`src/include/flash_bank_pkg.sv`:
```
// Purpose: Shared constants and types for the flash driver register bank
// Assumes: Two-wire target port sampled by a 100 MHz system clock
// Notes:   Offsets are register indices carried in the index byte

package flash_bank_pkg;

    // Own seven-bit target address
    localparam logic [6:0] DEV_ADDR         = 7'h63;

    // Register indices
    localparam logic [7:0] OFS_ENABLE       = 8'h01;
    localparam logic [7:0] OFS_VMON_CFG     = 8'h02;
    localparam logic [7:0] OFS_FLASH_ONE    = 8'h03;
    localparam logic [7:0] OFS_FLASH_TWO    = 8'h04;
    localparam logic [7:0] OFS_TORCH_ONE    = 8'h05;
    localparam logic [7:0] OFS_TORCH_TWO    = 8'h06;
    localparam logic [7:0] OFS_BOOST        = 8'h07;
    localparam logic [7:0] OFS_TIMING       = 8'h08;
    localparam logic [7:0] OFS_THERMISTOR   = 8'h09;
    localparam logic [7:0] OFS_FLAGS_ONE    = 8'h0A;
    localparam logic [7:0] OFS_FLAGS_TWO    = 8'h0B;
    localparam logic [7:0] OFS_PART_ID      = 8'h0C;
    localparam logic [7:0] OFS_PREV_FLASH   = 8'h0D;

    // Writable registers occupy indices 0x01 to 0x09
    localparam int         NUM_RW           = 9;
    localparam logic [NUM_RW-1:0][7:0] RW_RESET = {
        8'h08, 8'h1A, 8'h09, 8'h3F, 8'hBF, 8'h3F, 8'hBF, 8'h01, 8'h80};
    localparam logic [7:0] FLAGS_RESET      = 8'h00;
    localparam logic [7:0] PREV_FLASH_RESET = 8'h00;
    // Identification value, arbitrary
    localparam logic [7:0] PART_ID_DEFAULT  = 8'h5A;

    // Field positions
    localparam int         EN_STROBE_TYPE   = 6;
    localparam int         EN_MODE_LSB      = 2;
    localparam int         VMON_LEVEL_LSB   = 3;
    localparam int         VMON_SEL_LSB     = 0;
    localparam int         LED_CODE_LSB     = 0;

    // Operating modes
    localparam logic [1:0] MODE_STANDBY     = 2'h0;
    localparam logic [1:0] MODE_INFRARED    = 2'h1;
    localparam logic [1:0] MODE_TORCH       = 2'h2;
    localparam logic [1:0] MODE_FLASH       = 2'h3;

    // Monitor selections and threshold scale (code 0 is 2.9 V, 0.1 V a step)
    localparam logic [1:0] VMON_DISABLED    = 2'h0;
    localparam logic [1:0] VMON_STOP_HOLD   = 2'h1;
    localparam logic [1:0] VMON_DOWN_ONLY   = 2'h2;
    localparam logic [1:0] VMON_UP_DOWN     = 2'h3;
    localparam int         VMON_BASE_MV     = 2900;
    localparam int         VMON_STEP_MV     = 100;

    // Flash current scale in microamps: code times step plus base
    localparam int         LED_STEP_UA      = 11725;
    localparam int         LED_BASE_UA      = 10900;

    // Bit counts within one byte slot
    localparam logic [3:0] BYTE_BITS        = 4'h8;
    localparam logic [3:0] ACK_BIT          = 4'h9;

    // Transfer states
    typedef enum logic [3:0] {
        ST_IDLE, ST_ADDR, ST_ADDR_ACK, ST_INDEX, ST_INDEX_ACK,
        ST_WDATA, ST_WDATA_ACK, ST_RDATA, ST_RACK, ST_IGNORE
    } xfer_st_t;

    // Pin front end state
    typedef struct packed {
        logic scl_meta;
        logic sda_meta;
        logic scl_sync;
        logic sda_sync;
        logic scl_prev;
        logic sda_prev;
        logic start_ev;
        logic stop_ev;
        logic rise_ev;
        logic fall_ev;
        logic sda_level;
    } front_state_t;

    // Register bank state
    typedef struct packed {
        xfer_st_t                st;
        logic [3:0]              bitcnt;
        logic [7:0]              shift;
        logic                    rd;
        logic                    mack;
        logic [7:0]              idx;
        logic                    sda_oe;
        logic [NUM_RW-1:0][7:0]  rw;
        logic [7:0]              flags_one;
        logic [7:0]              flags_two;
        logic [15:0]             fault_meta;
        logic [15:0]             fault_sync;
        logic [7:0]              prev_meta;
        logic [7:0]              prev_sync;
        logic                    locked;
        logic                    seen_one;
        logic                    seen_two;
        logic [1:0]              vmon_sel;
        logic [1:0]              op_mode;
        logic                    strobe_edge;
        logic [2:0]              vmon_level;
        logic [6:0]              led_one_code;
        logic                    busy;
    } bank_state_t;

endpackage

```
`src/hw/serial_pin_front.sv`:
```
// Purpose: Synchronise the serial clock and data pins and find bus events
// Assumes: System clock far faster than the serial clock
// Notes:   Events are one-cycle pulses, all registered

`timescale 1ns/1ps

module serial_pin_front
    import flash_bank_pkg::*;
(
    // Clock and reset
    input  wire logic clk,
    input  wire logic nrst,
    // Pins
    input  wire logic scl_pin,
    input  wire logic sda_pin,
    // Events
    output logic      start_ev,
    output logic      stop_ev,
    output logic      rise_ev,
    output logic      fall_ev,
    output logic      sda_level
);

    front_state_t q;      // Current state
    front_state_t next_q; // Next state

    // Two-stage sync, then edge and condition detection on synced levels
    always_comb begin
        next_q          = q;
        next_q.scl_meta = scl_pin;
        next_q.sda_meta = sda_pin;
        next_q.scl_sync = q.scl_meta;
        next_q.sda_sync = q.sda_meta;
        next_q.scl_prev = q.scl_sync;
        next_q.sda_prev = q.sda_sync;
        // Data falling while clock high marks a start
        next_q.start_ev = q.scl_sync && q.scl_prev && q.sda_prev && !q.sda_sync;
        // Data rising while clock high marks a stop
        next_q.stop_ev  = q.scl_sync && q.scl_prev && !q.sda_prev && q.sda_sync;
        next_q.rise_ev  = q.scl_sync && !q.scl_prev;
        next_q.fall_ev  = !q.scl_sync && q.scl_prev;
        next_q.sda_level = q.sda_sync;
    end

    // State register, idle bus is high
    always_ff @(posedge clk or negedge nrst) begin
        if (!nrst) begin
            q <= '{scl_meta: 1'b1, sda_meta: 1'b1, scl_sync: 1'b1, sda_sync: 1'b1,
                   scl_prev: 1'b1, sda_prev: 1'b1, sda_level: 1'b1, default: 1'b0};
        end else begin
            q <= next_q;
        end
    end

    assign start_ev  = q.start_ev;
    assign stop_ev   = q.stop_ev;
    assign rise_ev   = q.rise_ev;
    assign fall_ev   = q.fall_ev;
    assign sda_level = q.sda_level;

endmodule

```
`src/hw/flash_register_bank.sv`:
```
// Purpose: Two-wire target port and register bank of a dual flash LED driver
// Assumes: Pins and fault inputs are asynchronous; host is the bus master
// Notes:   Summary of operation below
//
// Summary of operation
// - Data changes only while clock low
// - Detect start and stop conditions
// - Bus busy from start until stop
// - Repeated start restarts address reception
// - Bytes are eight bits, MSB first
// - Acknowledge own address and every byte received after it on ninth pulse
// - No acknowledge after returned read bytes
// - Answer only address 0x63
// - Direction bit zero writes, one reads
// - Second byte index, third byte data
// - Thirteen registers with power-on values
// - Mode field selects standby, infrared, torch, flash
// - Strobe type; no edge mode in infrared
// - Fault sets flag, standby, locks until read
// - Monitor mode frozen while not in standby

`timescale 1ns/1ps

module flash_register_bank
    import flash_bank_pkg::*;
#(
    parameter logic [7:0] PART_ID = PART_ID_DEFAULT // Arbitrary identification value
)
(
    // Clock and reset
    input  wire logic       CLK_SYS,
    input  wire logic       NRST,
    // Serial bus pins
    input  wire logic       SCL,
    input  wire logic       SDA_IN,
    output logic            SDA_OUT,
    output logic            SDA_OE,
    // Fault events and flash history from the power stage
    input  wire logic [7:0] FAULT_ONE_EVENT,
    input  wire logic [7:0] FAULT_TWO_EVENT,
    input  wire logic [7:0] PREV_FLASH_LEVEL,
    // Controls to the power stage
    output logic [1:0]      OP_MODE,
    output logic            STROBE_EDGE,
    output logic [2:0]      VMON_LEVEL,
    output logic [1:0]      VMON_SELECT,
    output logic [6:0]      LED_ONE_FLASH_CODE,
    // Status
    output logic            RESTART_LOCKED,
    output logic            BUS_BUSY
);

    bank_state_t q;        // Current state
    bank_state_t next_q;   // Next state
    logic        start_ev; // Start or repeated start seen
    logic        stop_ev;  // Stop seen
    logic        rise_ev;  // Serial clock rose
    logic        fall_ev;  // Serial clock fell
    logic        sda_lvl;  // Synced data level

    // Pin synchronisers and event detection
    serial_pin_front u_front (
        .clk       (CLK_SYS),
        .nrst      (NRST),
        .scl_pin   (SCL),
        .sda_pin   (SDA_IN),
        .start_ev  (start_ev),
        .stop_ev   (stop_ev),
        .rise_ev   (rise_ev),
        .fall_ev   (fall_ev),
        .sda_level (sda_lvl)
    );

    // Index falls on a writable register
    function automatic logic is_rw(input logic [7:0] idx);
        return (idx >= OFS_ENABLE) && (idx <= OFS_THERMISTOR);
    endfunction

    // Slot of a writable register in the array
    function automatic logic [3:0] rw_slot(input logic [7:0] idx);
        logic [7:0] d;
        d = idx - OFS_ENABLE;
        return d[3:0];
    endfunction

    // Read value of any register, unmapped reads as zero
    function automatic logic [7:0] read_reg(input bank_state_t s, input logic [7:0] idx);
        logic [7:0] v;
        v = 8'h00;
        if (is_rw(idx)) begin
            v = s.rw[rw_slot(idx)];
        end else begin
            case (idx)
                OFS_FLAGS_ONE:  v = s.flags_one;
                OFS_FLAGS_TWO:  v = s.flags_two;
                OFS_PART_ID:    v = PART_ID;
                OFS_PREV_FLASH: v = s.prev_sync;
                default:        v = 8'h00;
            endcase
        end
        return v;
    endfunction

    // Transfer engine, register bank and fault handling
    always_comb begin
        logic       load;   // Fetch a read byte this cycle
        logic [7:0] rdata;  // Fetched byte
        logic [7:0] wdata;  // Byte to store
        logic       clr1;   // First flag register read
        logic       clr2;   // Second flag register read
        logic       fault;  // Any synced fault event
        load   = 1'b0;
        rdata  = read_reg(q, q.idx);
        wdata  = q.shift;
        clr1   = 1'b0;
        clr2   = 1'b0;
        fault  = |q.fault_sync;
        next_q = q;
        // Second stage only reads the first
        next_q.fault_meta = {FAULT_TWO_EVENT, FAULT_ONE_EVENT};
        next_q.fault_sync = q.fault_meta;
        next_q.prev_meta  = PREV_FLASH_LEVEL;
        next_q.prev_sync  = q.prev_meta;

        if (start_ev) begin
            // First and repeated start behave alike
            next_q.st     = ST_ADDR;
            next_q.bitcnt = 4'h0;
            next_q.sda_oe = 1'b0;
        end else if (stop_ev) begin
            // Bus free again
            next_q.st     = ST_IDLE;
            next_q.sda_oe = 1'b0;
        end else begin
            case (q.st)
                // Receive a byte, MSB first, sampled on clock rise
                ST_ADDR, ST_INDEX, ST_WDATA: begin
                    if (rise_ev && q.bitcnt < BYTE_BITS) begin
                        next_q.shift  = {q.shift[6:0], sda_lvl};
                        next_q.bitcnt = q.bitcnt + 4'h1;
                    end else if (fall_ev && q.bitcnt == BYTE_BITS) begin
                        // Drive acknowledge only after the clock is low
                        next_q.bitcnt = 4'h0;
                        next_q.sda_oe = 1'b1;
                        if (q.st == ST_ADDR) begin
                            if (q.shift[7:1] == DEV_ADDR) begin
                                next_q.rd = q.shift[0];
                                next_q.st = ST_ADDR_ACK;
                            end else begin
                                // Stay off the line until the next start
                                next_q.sda_oe = 1'b0;
                                next_q.st     = ST_IGNORE;
                            end
                        end else if (q.st == ST_INDEX) begin
                            next_q.idx = q.shift;
                            next_q.st  = ST_INDEX_ACK;
                        end else begin
                            // Data byte lands in the indexed register
                            if (is_rw(q.idx)) begin
                                if (q.idx == OFS_ENABLE && q.locked) begin
                                    // Restart refused while fault flags unread
                                    wdata[EN_MODE_LSB +: 2] = MODE_STANDBY;
                                end
                                next_q.rw[rw_slot(q.idx)] = wdata;
                            end
                            next_q.st = ST_WDATA_ACK;
                        end
                    end
                end
                // Acknowledge pulse, release on its falling edge
                ST_ADDR_ACK, ST_INDEX_ACK, ST_WDATA_ACK: begin
                    if (rise_ev) begin
                        next_q.bitcnt = ACK_BIT;
                    end else if (fall_ev && q.bitcnt == ACK_BIT) begin
                        next_q.bitcnt = 4'h0;
                        next_q.sda_oe = 1'b0;
                        if (q.st == ST_ADDR_ACK && q.rd) begin
                            // Return the register named by the last index
                            load      = 1'b1;
                            next_q.st = ST_RDATA;
                        end else if (q.st == ST_ADDR_ACK) begin
                            next_q.st = ST_INDEX;
                        end else begin
                            next_q.st = ST_WDATA;
                        end
                    end
                end
                // Send a byte, next bit set up on each clock fall
                ST_RDATA: begin
                    if (rise_ev) begin
                        next_q.bitcnt = q.bitcnt + 4'h1;
                    end else if (fall_ev && q.bitcnt == BYTE_BITS) begin
                        // Line left released for the master's answer
                        next_q.sda_oe = 1'b0;
                        next_q.bitcnt = 4'h0;
                        next_q.st     = ST_RACK;
                    end else if (fall_ev) begin
                        next_q.shift  = {q.shift[6:0], 1'b0};
                        next_q.sda_oe = !q.shift[6];
                    end
                end
                // Master answers; low asks for another byte
                ST_RACK: begin
                    if (rise_ev) begin
                        next_q.bitcnt = ACK_BIT;
                        next_q.mack   = !sda_lvl;
                    end else if (fall_ev && q.bitcnt == ACK_BIT) begin
                        next_q.bitcnt = 4'h0;
                        if (q.mack) begin
                            load      = 1'b1;
                            next_q.st = ST_RDATA;
                        end else begin
                            next_q.st = ST_IGNORE;
                        end
                    end
                end
                // Wait for start or stop
                ST_IDLE, ST_IGNORE: begin
                    next_q.st = q.st;
                end
                default: begin
                    next_q.st     = ST_IDLE;
                    next_q.sda_oe = 1'b0;
                end
            endcase
        end

        // First read bit goes out as the clock falls
        if (load) begin
            next_q.shift  = rdata;
            next_q.sda_oe = !rdata[7];
            clr1          = (q.idx == OFS_FLAGS_ONE);
            clr2          = (q.idx == OFS_FLAGS_TWO);
        end

        // Flags clear on read, a new event in the same cycle wins
        next_q.flags_one = (q.flags_one & {8{!clr1}}) | q.fault_sync[7:0];
        next_q.flags_two = (q.flags_two & {8{!clr2}}) | q.fault_sync[15:8];
        next_q.seen_one  = q.seen_one || clr1;
        next_q.seen_two  = q.seen_two || clr2;

        // Fault drops to standby and locks out restart
        if (fault) begin
            next_q.rw[0][EN_MODE_LSB +: 2] = MODE_STANDBY;
            next_q.locked   = 1'b1;
            next_q.seen_one = 1'b0;
            next_q.seen_two = 1'b0;
        end else if (q.locked && next_q.seen_one && next_q.seen_two) begin
            // Both flag registers read since the fault
            next_q.locked = 1'b0;
        end

        // Monitor selection follows the register only in standby
        if (next_q.rw[0][EN_MODE_LSB +: 2] == MODE_STANDBY) begin
            next_q.vmon_sel = next_q.rw[1][VMON_SEL_LSB +: 2];
        end

        // Registered controls to the power stage
        next_q.op_mode     = next_q.rw[0][EN_MODE_LSB +: 2];
        next_q.strobe_edge = next_q.rw[0][EN_STROBE_TYPE]
                             && (next_q.op_mode != MODE_INFRARED);
        next_q.vmon_level  = next_q.rw[1][VMON_LEVEL_LSB +: 3];
        next_q.led_one_code = next_q.rw[2][LED_CODE_LSB +: 7];
        next_q.busy        = (next_q.st != ST_IDLE);
    end

    // State register with power-on values
    always_ff @(posedge CLK_SYS or negedge NRST) begin
        if (!NRST) begin
            q <= '{st: ST_IDLE, rw: RW_RESET,
                   flags_one: FLAGS_RESET, flags_two: FLAGS_RESET,
                   prev_meta: PREV_FLASH_RESET, prev_sync: PREV_FLASH_RESET,
                   vmon_sel: RW_RESET[1][VMON_SEL_LSB +: 2],
                   op_mode: RW_RESET[0][EN_MODE_LSB +: 2],
                   strobe_edge: RW_RESET[0][EN_STROBE_TYPE],
                   vmon_level: RW_RESET[1][VMON_LEVEL_LSB +: 3],
                   led_one_code: RW_RESET[2][LED_CODE_LSB +: 7],
                   default: '0};
        end else begin
            q <= next_q;
        end
    end

    // Outputs straight from the state register, except SDA_OUT tied low
    assign SDA_OUT            = 1'b0;
    assign SDA_OE             = q.sda_oe;
    assign OP_MODE            = q.op_mode;
    assign STROBE_EDGE        = q.strobe_edge;
    assign VMON_LEVEL         = q.vmon_level;
    assign VMON_SELECT        = q.vmon_sel;
    assign LED_ONE_FLASH_CODE = q.led_one_code;
    assign RESTART_LOCKED     = q.locked;
    assign BUS_BUSY           = q.busy;
endmodule

```
`config.mk`:
```
export PLATFORM = sky130hd
export DESIGN_NAME = flash_register_bank
export DESIGN_NICKNAME = d
export VERILOG_FILES = /design/src/include/flash_bank_pkg.sv /design/src/hw/serial_pin_front.sv /design/src/hw/flash_register_bank.sv
export SDC_FILE = /design/constraint.sdc
export NUM_CORES = 1
export LEC_CHECK = 0
export ABC_AREA = 1
export BUFFER_PORTS_ARGS = -buffer_cell sky130_fd_sc_hd__buf_4
export CAP_MARGIN = 15
export CORE_ASPECT_RATIO = 0.6
export CORE_MARGIN = 1
export CORE_UTILIZATION = 45
export CTS_CLUSTER_DIAMETER = 40
export DETAILED_ROUTE_END_ITERATION = 6
export PLACE_DENSITY = 0.59
export REMOVE_ABC_BUFFERS = 1
export SLEW_MARGIN = 10
export SYNTH_ARGS = -nofsm -noshare
export SYNTH_HDL_FRONTEND = slang
export SYNTH_SLANG_ARGS = --single-unit
```
`constraint.sdc`:
```
create_clock -name CLK_SYS -period 3.43 [get_ports CLK_SYS]
set_input_delay 0.343 -clock CLK_SYS [delete_from_list [all_inputs] [get_ports CLK_SYS]]
set_output_delay 0.343 -clock CLK_SYS [all_outputs]
set_load 0.1 [all_outputs]
```
; ---- Yosys cells after proc, flatten, opt, wreduce, memory -nomap -nowiden
; Cells that the tools add are included.
[classes]
n_bitwise = 9
n_eq_ne = 36
addsub = 2
n_mux = 90
reduce_logical = 45
n_lt_le_gt_ge = 5
[ops]
columns = op, n
row1 = 72-bit 2-to-1 mux, 3
row2 = 81-bit 2-to-1 mux, 2
row3 = 8-bit 2-to-1 mux, 16
row4 = 72-bit bitwise mux, 1
row5 = 4-bit 2-to-1 mux, 13
row6 = 14-bit 2-to-1 mux, 3
row7 = 8-bit binary-select mux with 4-bit select, 1
row8 = 8-bit demux with 4-bit select, 1
row9 = "8-bit by 4-bit == test with 1-bit output, second input constant", 4
row10 = 8-bit one-hot mux with 4 select lines, 1
row11 = 1-bit 2-to-1 mux, 29
row12 = 7-bit AND reduction, 4
row13 = "5-bit by 3-bit inequality test with 1-bit output, second input constant", 5
row14 = 2-bit 2-to-1 mux, 12
row15 = 22-bit 2-to-1 mux, 1
row16 = 4-bit one-hot mux with 5 select lines, 1
row17 = 18-bit 2-to-1 mux, 1
row18 = 1-bit logical AND, 17
row19 = 8-bit bitwise AND, 2
row20 = "4-bit by 3-bit == test with 1-bit output, second input constant", 4
row21 = "4-bit == test, second input constant", 4
row22 = 8-bit OR, 2
row23 = 4-bit one-hot mux with 4 select lines, 1
row24 = 8-bit one-hot mux with 2 select lines, 1
row25 = other kinds (37), 58
[totals]
regBits = 185
output_inout_bits = 19
inputBits = 28
wordCells = 230

; ---- Longest topological paths before layout
; Gate-level depths: netlist (run 1).
[logic_depth]
depth_word = 23
mapped_depth = 17
ltp_nobuf = 14

; ---- Modules after synthesis
; Synthesis (run 1) repeated with hierarchy kept, for this count alone.
[hier_totals]
hier_cells = 942
hier_area_um2 = 8185.4
[modules_own_cells]
columns = mod, n_inst, area_each_um2, cells_each, seq_area_each_um2
row1 = flash_register_bank, 1, 7886.3, 921, 4297.9
row2 = serial_pin_front, 1, 299.0, 21, 257.7

; ---- Least setup slack after synthesis (run 1)
; OpenSTA, ideal clock, no wires.
[synth_timing]
path_type = reg2reg
start = reg q[156] (netlist name)
end = reg q[129] (netlist name)
required_time_ns = 3.300
synth_period_minus_slack_ns = 2.447
t_arrival_ns = 2.317
path_buffers = 3
path_stages_with_launch = 13
slack_ns = 0.983
setup_ns = 0.130
path_cell_list = dfrtp_1 buf_2 inv_2 clkbuf_1 ha_1 nor3_1 nor2_4 nand3_2 nor2_8 nand3_4 buf_6 nand2_1 o21ai_2
[synth_via]
elab_chain_cells = 6
elab_cells_between_ends = 11
cone_classes = 1 x add/sub / 4 x order compare / 3 x mux / 3 x reduce/logical
[synth_rtl]
columns = element, line_no
row1 = "start, declared", flash_register_bank.sv:53  ; bank_state_t q;
row2 = "start signal, assigned", flash_register_bank.sv:270  ; q <= '{st: ST_IDLE, rw: RW_RESET,
row3 = "start signal, assigned", flash_register_bank.sv:280  ; q <= next_q;
row4 = 4-bit by 1-bit subtractor with 4-bit output, flash_register_bank.sv:82  ; d = idx - OFS_ENABLE;
row5 = 4-bit by 5-bit < comparator with 1-bit output (not written as such) or 4-bit by 1-bit greater-or-equal comparator with 1-bit output (tied branches), flash_register_bank.sv:164  ; next_q.rw[rw_slot(q.idx)] = wdata;
row6 = 1-bit logical AND (not written as such), flash_register_bank.sv:164
row7 = 8-bit 2-to-1 mux (not written as such), flash_register_bank.sv:164
row8 = 8-bit demux with 4-bit select, flash_register_bank.sv:164
row9 = 72-bit bitwise mux, flash_register_bank.sv:164
; Several ways; a longest one is shown, not always the timed one.
; A chain may end at the register's enable or synchronous reset.

; ---- Worst setup path in the final report (run 1)
[layout_timing]
start = reg q[156] (netlist name)
end = reg q[173] (netlist name)
[layout_via]
elab_chain_cells = 5
elab_cells_between_ends = 13
cone_classes = 1 x add/sub / 2 x order compare / 4 x eq/ne / 5 x mux / 1 x reduce/logical
[layout_rtl]
columns = element, line_no
row1 = 4-bit by 1-bit subtractor with 4-bit output, flash_register_bank.sv:82
row2 = 8-bit binary-select mux with 4-bit select, flash_register_bank.sv:91  ; v = s.rw[rw_slot(idx)];
row3 = 8-bit 2-to-1 mux (not written as such), flash_register_bank.sv:91
row4 = 8-bit 2-to-1 mux (*), flash_register_bank.sv:90  ; if (is_rw(idx)) begin
row5 = 8-bit 2-to-1 mux (*), flash_register_bank.sv:229  ; if (load) begin
; Mark *: on every way between the ends. The rest lies on a longest branch, timed or not. The select of a mux whose other input is x is not followed.

==> results.ini, run 1 <==
[yosys]
yosysWarningCount = 0
synth.ff_latch_count = 180
post_synth_mux_area_share_pct = 0.1230
mappedNetlistArea_sq_um = 8135
xor_xnor_share_of_the_synthesized_area_pct = 0.1077
post_synth_most_frequent_cells = nand2_1, dfrtp_1, inv_1
asyncSetResetFlopFracSynth_pct = 100.0
synth_top_flop_cell = dfrtp_1
synth_area_leaders = dfrtp_1, dfstp_2, nand2_1
post_synth_inst_count = 909
ys_types = 41
yosys.area_share.simple_pct = 22.78
synthAdderAreaFrac_pct = 1.077
synth_top_family_by_area = simple AND/OR/NAND/NOR gates
leading_cell_type_by_number_of_instances_after_synthesis = nand2_1
seq_area_frac_synth_pct = 56.00
synth-edff-count = 0
post-synth-top-area-cell = dfrtp_1
synth_top_area_share_pct = 42.76
avgSynthCellArea_sq_um = 8.950
synth-compound-area-share_pct = 12.20

[power_and_ir_drop]
clkPwrFrac_pct = 41.6
switching_part_of_the_total_pct = 28.87
net_switching_power_figure_mw = 1.392
power.ir.vdd_worst_mv = 0.3288
power_report.internal_total_mw = 3.430
leakagePower_nw = 4.352
power_per_unit_of_standard_cell_area_nw_per_um2 = 512.5
sequential_share_of_power_pct = 47.3
total_power_mw = 4.822
p_comb_share_pct = 11.1

[critical_path]
worst-endpoint-required_ps = 3820
max_stage_delay_ps = 490
worstPathCellList = inv_2, buf_4, ha_1, inv_1, nor3_2, nand2_1, nand3_1, nand2_1, inv_1, nor2_1, nand2_1, nand3_1, nand2_1
arrival_ps = 2890
worstSetupPathType = reg -> reg
timing.critical_path.fanout_max = 34
critical_path.top_delay_family = simple AND/OR/NAND/NOR gates
crit_slowest_cell = nor3_2
crit_path_start_kind = register
critical_path_buf_inv_count = 4
crit_path_end_kind = register
critical_path.most_common_cell = nand2_1

[cts]
cts.clk_slew.worst_paths_ps = 80
tritoncts = yes
maximum_root_to_sink_buffer_count = 2
cts_repair_resize_count = 0
numCtsBuffers = 17
worst_skew_pair_latency_ps = 440
cts_htree_levels = 4
hold_buffers = 21
clock_sinks = 180
cts_root_buf = clkbuf_16
cts_setup_buffers = 0

[global_routing]
grt_use_total_pct = 22.31
grt_antenna_before_repair = 0
grt_max_degree = 84
grt_remaining_overflow = 0
global_route_wire_length_before_repair_um = 31620
first_global_vias = 5789

[cells_and_area]
fin_util_pct = 54.05
postLayoutCellArea_sq_um = 9409
fin_cells = 1211
final_layout_size_suffix_gt1_share_pct = 17.81
finish.net_count = 999
antenna_cells = 0
relative_area_change_from_synthesis_to_final_layout_pct = 15.66

[run]
cap_violations = 0

[sta]
achievable-frequency_mhz = 400.0
least_margin_pin_slew_ps = 768.8
finalWorstSetupSlack_ps = 930.2
timing.final.crit_share_pct = 72.88
final-max-slew-violation-count = 0
setup-violations-final = 0
hold_violations = 0
setup_repair_after_global_routing_missed_its_margin = no
fin_tns_setup_ps = 0
timing.slew.headroom_pct = 48.75
timing.hold.ws_ps = 15.32
layout_min_cycle_time_ps = 2500
skew_ps = 12.73

[die]
floorplan.initialDensity_pct = 46.74
die_x_um = 175.6
num_io_pins = 47
row_count = 37
die_area_sq_um = 18640
die_height_um = 106.2
floorplan.core_area_sq_um = 17410

[placed_design]
postPlaceCellArea_sq_um = 8563
io_buffers = 45
placedCellCount = 1154
place.gp.congestion = 0.9140
hpwl_um = 13510
pre_cts_setup_slack_ps = 969.3

[drt]
first_iter_violations = 668
antenna_violating_nets_remaining = 0
viasPerCell = 5.178
route.final.wire_length_um = 19620
avgRoutedWirePerCell_um = 16.20
drt_pre_antenna_iters = 6
post-route-drc-count = 0
vias = 6270

[hold_path]
min-delay-path-class = in -> reg

[outcome]
run_status = finished, final reports clean

==> final timing paths <==
kind	to	startpoint	cells past startpoint	slack (ps)
hold reg to reg	q[24]$_DFF_PN0_	next_q[24]$_DFF_PN0_	0	350
hold / removal	next_q[48]$_DFF_PN0_	FAULT_TWO_EVENT[5]	1	20
setup reg to reg	q[173]$_DFFE_PN0P_	q[156]$_DFFE_PN0P_	13	930
max in group asynchronous	q[49]$_DFF_PN0_	NRST	3	2040
min in group asynchronous	q[145]$_DFFE_PN0P_	NRST	2	530
setup / recovery	q[173]$_DFFE_PN0P_	q[156]$_DFFE_PN0P_	13	930
==> cell usage in the layout, fill, tap and decap left out, types with 7 or more instances in the layout <==
cell type	synthesis	final
dfstp_2	41	41
nor3_1	9	9
o21ai_0	78	78
o22ai_1	19	19
nand4_1	10	10
nand2_1	239	239
nand3_4	7	7
ha_1	7	7
o21ai_2	9	9
a21oi_1	14	14
nand3_2	7	7
dfrtp_1	139	139
dlygate4sd3_1	0	25
inv_2	9	9
nand3_1	55	55
inv_1	83	83
clkbuf_16	0	17
o21ai_1	56	56
nor2_1	57	57
buf_4	18	51
==> cell families (layout without fill, tap and decap cells) <==
logic type	after synthesis	after routing
compound gates	183	183
flops	180	180
simple gates	402	402
mux	1	1
fa+ha+maj	7	7
other cells	1	1
buf+inv	134	202
xor+xnor	1	1
==> cell type report <==
cell class	instances	area (sq um)
fillers	1622	7998
flip-flops and latches	180	4556
multi-input cells	595	2955
repair buffers	78	664.4
clock buffers	18	429.2
inverters	92	345.3
well taps	234	292.8
clock inverters	14	166.4
==> sequential cells by signal, summed over array words and instances, names as in the netlist, 2 cells and up <==
signal / flops
u_front.next_q: 4
VMON_LEVEL: 2
q: 137
next_q: 24
VMON_SELECT: 2
==> routing by layer <==
metal	part of all wire, %	global-route usage, %
met2	39	29.08
met3	7.0	5.258
met1	53	36.02
met4	1.1	5.776
met5	0	0
==> power by group through the flow <==
stage | clock (mW) | sequential, mW | combinational, mW
detailed placement | 0 | 2.32 | 0.513
floorplan | 0 | 2.34 | 0.241
global route | 2.11 | 2.29 | 0.592
CTS | 2.04 | 2.28 | 0.533
finish | 2.01 | 2.28 | 0.535
global placement | 0 | 2.32 | 0.520
(Power assumes the default switching activity.)
==> run 2, diff against run 1 <==
--- a/config.mk
+++ b/config.mk
@@ -5,7 +5,7 @@
 export SDC_FILE = /design/constraint.sdc
 export NUM_CORES = 1
 export LEC_CHECK = 0
-export ABC_AREA = 1
+export ABC_AREA = 0
 export BUFFER_PORTS_ARGS = -buffer_cell sky130_fd_sc_hd__buf_4
 export CAP_MARGIN = 15
 export CORE_ASPECT_RATIO = 0.6
==> constraint.sdc (replaced) <==
create_clock -name CLK_SYS -period 2.5 [get_ports CLK_SYS]
set_input_delay 0.25 -clock CLK_SYS [delete_from_list [all_inputs] [get_ports CLK_SYS]]
set_output_delay 0.25 -clock CLK_SYS [all_outputs]
set_load 0.1 [all_outputs]
==> results.ini, run 2 <==
[cts]
cts.clk_slew.worst_paths_ps = 70
clock_sinks = 180
numCtsBuffers = 17
tritoncts = yes
cts_root_buf = clkbuf_16
worst_skew_pair_latency_ps = 430
maximum_root_to_sink_buffer_count = 2
cts_htree_levels = 4

[yosys]
ys_types = 62
post-synth-top-area-cell = dfrtp_1
synth_top_flop_cell = dfrtp_1
leading_cell_type_by_number_of_instances_after_synthesis = dfrtp_1
post_synth_most_frequent_cells = dfrtp_1, mux2_2, nand2_1
yosysWarningCount = 0
synth-edff-count = 0
synth_area_leaders = dfrtp_1, dfstp_2, mux2_2
seq_area_frac_synth_pct = 58.03
post_synth_inst_count = 626
synth.ff_latch_count = 180
synth_top_area_share_pct = 44.31
mappedNetlistArea_sq_um = 7850
avgSynthCellArea_sq_um = 12.54
asyncSetResetFlopFracSynth_pct = 100.0

[die]
die_height_um = 104.3
num_io_pins = 47
row_count = 36
floorplan.core_area_sq_um = 16620
floorplan.initialDensity_pct = 47.23
die_area_sq_um = 17990
die_x_um = 172.5

[outcome]
run_status = finished, final reports clean

[placed_design]
place.gp.congestion = 0.9325
placedCellCount = 909
io_buffers = 45
hpwl_um = 13920

[cells_and_area]
register_with_the_most_flip_flops = q
relative_area_change_from_synthesis_to_final_layout_pct = 22.81
final_common_cell = dfrtp_1
num-fill-cells = 1341
register_area_sq_um = 4558
final_layout_size_suffix_gt1_share_pct = 37.43
antenna_cells = 0
fin_cells = 968
largest_register_ff_count = 137
finish.net_count = 762
most-common-layout-cells = dfrtp_1, buf_4, mux2_2
multi_input_comb_area_sq_um = 3035

[sta]
setup-violations-final = 0
final-max-slew-violation-count = 0
setup_repair_after_global_routing_missed_its_margin = yes
timing.hold.ws_ps = 345.7
hold_violations = 0
timing.final.crit_share_pct = 96.74
skew_ps = 11.49
layout_min_cycle_time_ps = 2419
timing.slew.headroom_pct = 56.83
achievable-frequency_mhz = 413.5
least_margin_pin_slew_ps = 647.5

[critical_path]
critical_path_buf_inv_count = 0
crit_path_end_kind = register
arrival_ps = 2730
crit_slowest_cell = or4_1
critical_path.top_delay_family = simple AND/OR/NAND/NOR gates
worstPathCellList = or4_1, a221o_1, nor3_4, nand3_2, mux2_2, mux2_2
critical_path.most_common_cell = mux2_2
worst-endpoint-required_ps = 2810
max_stage_delay_ps = 560
crit_path_start_kind = register
timing.critical_path.fanout_max = 7
worstSetupPathType = reg -> reg

[drt]
drt_pre_antenna_iters = 6
first_iter_violations = 420
vias = 5450
antenna_violating_nets_remaining = 0
post-route-drc-count = 0
viasPerCell = 5.630
avgRoutedWirePerCell_um = 20.19
route.final.wire_length_um = 19540

[power_and_ir_drop]
leakagePower_nw = 4.261
net_switching_power_figure_mw = 1.810
power.ir.vdd_worst_mv = 0.4237
sequential_share_of_power_pct = 47.2
power_report.internal_total_mw = 4.804
p_comb_share_pct = 10.8
clkPwrFrac_pct = 42.0
switching_part_of_the_total_pct = 27.36
power_per_unit_of_standard_cell_area_nw_per_um2 = 686.1

[hold_path]
min-delay-path-class = reg -> reg

[run]
cap_violations = 0

[global_routing]
grt_use_total_pct = 23.13
grt_antenna_before_repair = 0
first_global_vias = 5610
grt_max_degree = 71
global_route_wire_length_before_repair_um = 31630
grt_remaining_overflow = 0

run 2: changes by cell type in the layout (fill, tap and decap cells not counted), sizes merged, moves of 30 or more:
cell / previous run / this run
o21ai: 143 / 31
nor2: 64 / 34
mux2: 0 / 74
nand3: 69 / 14
nand2: 242 / 46
inv: 99 / 19
buf: 53 / 103
run 2: worst register-to-register path, cell delays in order, from the launching register on:
cell,delay (ps)
dfrtp_1,390
or4_1,560
a221o_1,380
nor3_4,280
nand3_2,140
mux2_2,300
mux2_2,260
run 2: repair_timing:
action / 4_1_cts / 5_1_grt
endpoints found under the hold margin: 89 / 0
setup endpoints to repair: 0 / 40
setup buffers: 0 / 0
gates resized for setup: 0 / 9
hold buffers: 27 / 0
run 2: area by class of cell:
cell class	count	share of cell area [%]
multi-input cells	386	31.49
flip-flops and latches	180	47.28
repair buffers	130	11.46
clock buffers	17	4.413
clock inverters	15	1.934
inverters	12	0.4672
well taps	228	2.959
run 2: power groups by stage:
stage	registers, mW	clock network, mW	logic [mW]
6_report	3.12	2.78	0.713
5_1_grt	3.14	2.95	0.783
4_1_cts	3.12	2.84	0.714
3_5_place_dp	3.17	0	0.679
3_3_place_gp	3.17	0	0.667
2_1_floorplan	3.22	0	0.227
run 2: path summary, 6_finish.rpt:
kind	start	endpoint	slack, ps	cells after the start
max in group asynchronous	NRST	q[140]$_DFFE_PN1P_	1260	3
min reg2reg	next_q[25]$_DFF_PN0_	q[25]$_DFF_PN0_	350	0
max	q[163]$_DFFE_PN0P_	VMON_SELECT[1]$_DFFE_PN0N_	80	6
min in group asynchronous	NRST	q[42]$_DFF_PN0_	390	2
max reg2reg	q[163]$_DFFE_PN0P_	VMON_SELECT[1]$_DFFE_PN0N_	80	6
min	next_q[25]$_DFF_PN0_	q[25]$_DFF_PN0_	350	0
run 2: kinds of logic after synthesis:
family	after synthesis	share of synthesized area, %
AOI/OAI and AO/OA	121	10.34
xor gates and xnor gates	3	0.3348
and+or+nand+nor	156	10.30
DFF	180	58.03
other	1	0.04777
muxes	98	16.23
adders and majority gates	7	1.116
buffers and inverters	60	3.602
run 2: layer usage:
layer	share of wire (%)	GRT usage (%)	vias to the layer above	wire [um]
li1	-	-	2463	-
met1	49	35.38	2794	9521
met2	44	33.09	173	8584
met3	6.4	4.825	20	1241
met4	1.0	6.122	0	195
met5	0	0	-	0
run 2: stage by stage:
step	area, sq um	setup TNS, ps	power [mW]	utilization, %	worst slack, ps
detailed placement	8725	0	3.853	52.49	34.65
floorplan	7612	-39930	3.449	-	-745.6
global route	9641	-43.37	6.870	58.00	-43.37
global placement	8725	0	3.838	52.49	55.08
CTS	9607	0	6.678	57.80	16.40
finish	9641	0	6.614	58.00	81.48
==> run 3, diff against run 2 <==
--- a/config.mk
+++ b/config.mk
@@ -5,7 +5,7 @@
 export SDC_FILE = /design/constraint.sdc
 export NUM_CORES = 1
 export LEC_CHECK = 0
-export ABC_AREA = 0
+export ABC_AREA = 1
 export BUFFER_PORTS_ARGS = -buffer_cell sky130_fd_sc_hd__buf_4
 export CAP_MARGIN = 15
 export CORE_ASPECT_RATIO = 0.6
==> results.ini, run 3 (synthesis results as in run 1) <==
[outcome]
run_status = finished, final reports clean

[power_and_ir_drop]
power.ir.vdd_worst_mv = 0.7165
power_per_unit_of_standard_cell_area_nw_per_um2 = 693.2
leakagePower_nw = 4.400
total_power_mw = 6.582

[cells_and_area]
register_area_sq_um = 4556
register_with_the_most_flip_flops = q
final_common_cell = nand2_1
finish.net_count = 1009
most-common-layout-cells = nand2_1, dfrtp_1, inv_1
final_layout_size_suffix_gt1_share_pct = 18.26
num-fill-cells = 1607
postLayoutCellArea_sq_um = 9495
multi_input_comb_area_sq_um = 2968
largest_register_ff_count = 137
fin_util_pct = 54.55
relative_area_change_from_synthesis_to_final_layout_pct = 16.72

[die]
die_x_um = 175.6
die_height_um = 106.2
floorplan.initialDensity_pct = 46.74
floorplan.core_area_sq_um = 17410
num_io_pins = 47
die_area_sq_um = 18640
row_count = 37

[placed_design]
io_buffers = 45
hpwl_um = 13600
pre_cts_setup_slack_ps = 267.4
postPlaceCellArea_sq_um = 8636
place.gp.congestion = 0.9777

[cts]
tritoncts = yes
clock_sinks = 180
cts_root_buf = clkbuf_16
cts.clk_slew.worst_paths_ps = 70
maximum_root_to_sink_buffer_count = 2
cts_htree_levels = 4
numCtsBuffers = 17
cts_setup_buffers = 0
worst_skew_pair_latency_ps = 440

[drt]
avgRoutedWirePerCell_um = 16.34
viasPerCell = 5.204
antenna_violating_nets_remaining = 0
drt_pre_antenna_iters = 5
route.final.wire_length_um = 19950
post-route-drc-count = 0
vias = 6354
first_iter_violations = 635

[critical_path]
arrival_ps = 2630
critical_path.most_common_cell = nand2_1
timing.critical_path.fanout_max = 34
crit_slowest_cell = dfrtp_1
worst-endpoint-required_ps = 2860
max_stage_delay_ps = 430
crit_path_start_kind = register
worstSetupPathType = reg -> reg
worstPathCellList = inv_2, buf_4, nand2_1, nand2_1, nand2_1, nor2_4, nand2_1, nand3_1, nand2_1, nand3_1, nand2_1, o21ai_0
critical_path_buf_inv_count = 2
critical_path.top_delay_family = simple AND/OR/NAND/NOR gates
worst-r2r-setup-slack_ps = 230
crit_path_end_kind = register

[sta]
skew_ps = 8.544
setup_repair_after_global_routing_missed_its_margin = no
hold_violations = 0
setup-violations-final = 0
timing.final.crit_share_pct = 90.79
finalWorstSetupSlack_ps = 230.2
final-max-slew-violation-count = 0
timing.hold.ws_ps = 323.1
achievable-frequency_mhz = 440.6
least_margin_pin_slew_ps = 628.9
timing.slew.headroom_pct = 58.02
layout_min_cycle_time_ps = 2270

[global_routing]
grt_remaining_overflow = 0
grt_antenna_before_repair = 0
global_route_wire_length_before_repair_um = 32500
grt_max_degree = 99
grt_use_total_pct = 22.92
first_global_vias = 6119

[run]
cap_violations = 0

[hold_path]
min-delay-path-class = in -> async

==> run 3: cell types whose count changed in the layout (fill, tap and decap cells not counted), sizes merged, moves of 16 or more <==
cell | previous run | this run
a21o | 19 | 0
buf | 103 | 61
inv | 19 | 95
mux2 | 74 | 0
mux4 | 16 | 0
nand2 | 46 | 242
nand3 | 14 | 69
nor2 | 34 | 64
o21ai | 31 | 143
o22ai | 0 | 19
==> run 3: area by class of cell <==
type                       count  area share, %
sequential                   180          47.98
multi-input combinational    595          31.26
timing repair buffer          88          7.972
clock buffer                  20          4.704
inverter                      92          3.637
tap                          234          3.083
clock inverter                11          1.344
antenna                        1        0.02635
==> run 3: final timing paths <==
kind | from | to | cells after the start
setup / recovery | q[156]$_DFFE_PN0P_ | q[168]$_DFFE_PN0P_ | 12
max in group asynchronous | NRST | q[43]$_DFF_PN0_ | 3
setup reg to reg | q[156]$_DFFE_PN0P_ | q[168]$_DFFE_PN0P_ | 12
hold / removal | NRST | q[120]$_DFFE_PN1P_ | 2
hold reg to reg | next_q[45]$_DFF_PN0_ | q[45]$_DFF_PN0_ | 0
min in group CLK_SYS | next_q[45]$_DFF_PN0_ | q[45]$_DFF_PN0_ | 0
==> run 3: through the flow <==
| step | std cells | setup TNS [ps] |
|---|---|---|
| floorplan | 867 | -10650 |
| global placement | 1162 | 0 |
| CTS | 1220 | 0 |
| detailed placement | 1162 | 0 |
| global route | 1220 | 0 |
| finish | 1221 | 0 |
==> run 3: layer usage <==
| metal | share of wire (%) | vias to the layer above | GRT usage [%] |
|---|---|---|---|
| li1 | - | 3082 | - |
| met4 | 1.1 | 0 | 6.087 |
| met1 | 52 | 3012 | 35.72 |
| met5 | 0 | - | 0 |
| met2 | 39 | 241 | 30.35 |
| met3 | 8.3 | 19 | 6.688 |
==> run 3: report_power, final <==
| group | switching, mW | total [mW] | leakage [nW] | internal (mW) |
|---|---|---|---|---|
| clock | 1.18 | 2.68 | 0.273 | 1.50 |
| sequential | 0.0901 | 3.13 | 2.15 | 3.04 |
| combinational | 0.594 | 0.777 | 1.98 | 0.183 |
==> run 3: what timing repair did <==
| item | in CTS | in global routing |
|---|---|---|
| setup endpoints to repair | 0 | 5 |
| hold endpoints to repair | 166 | 0 |
| hold buffers | 27 | 0 |
| resized for setup | 0 | 3 |
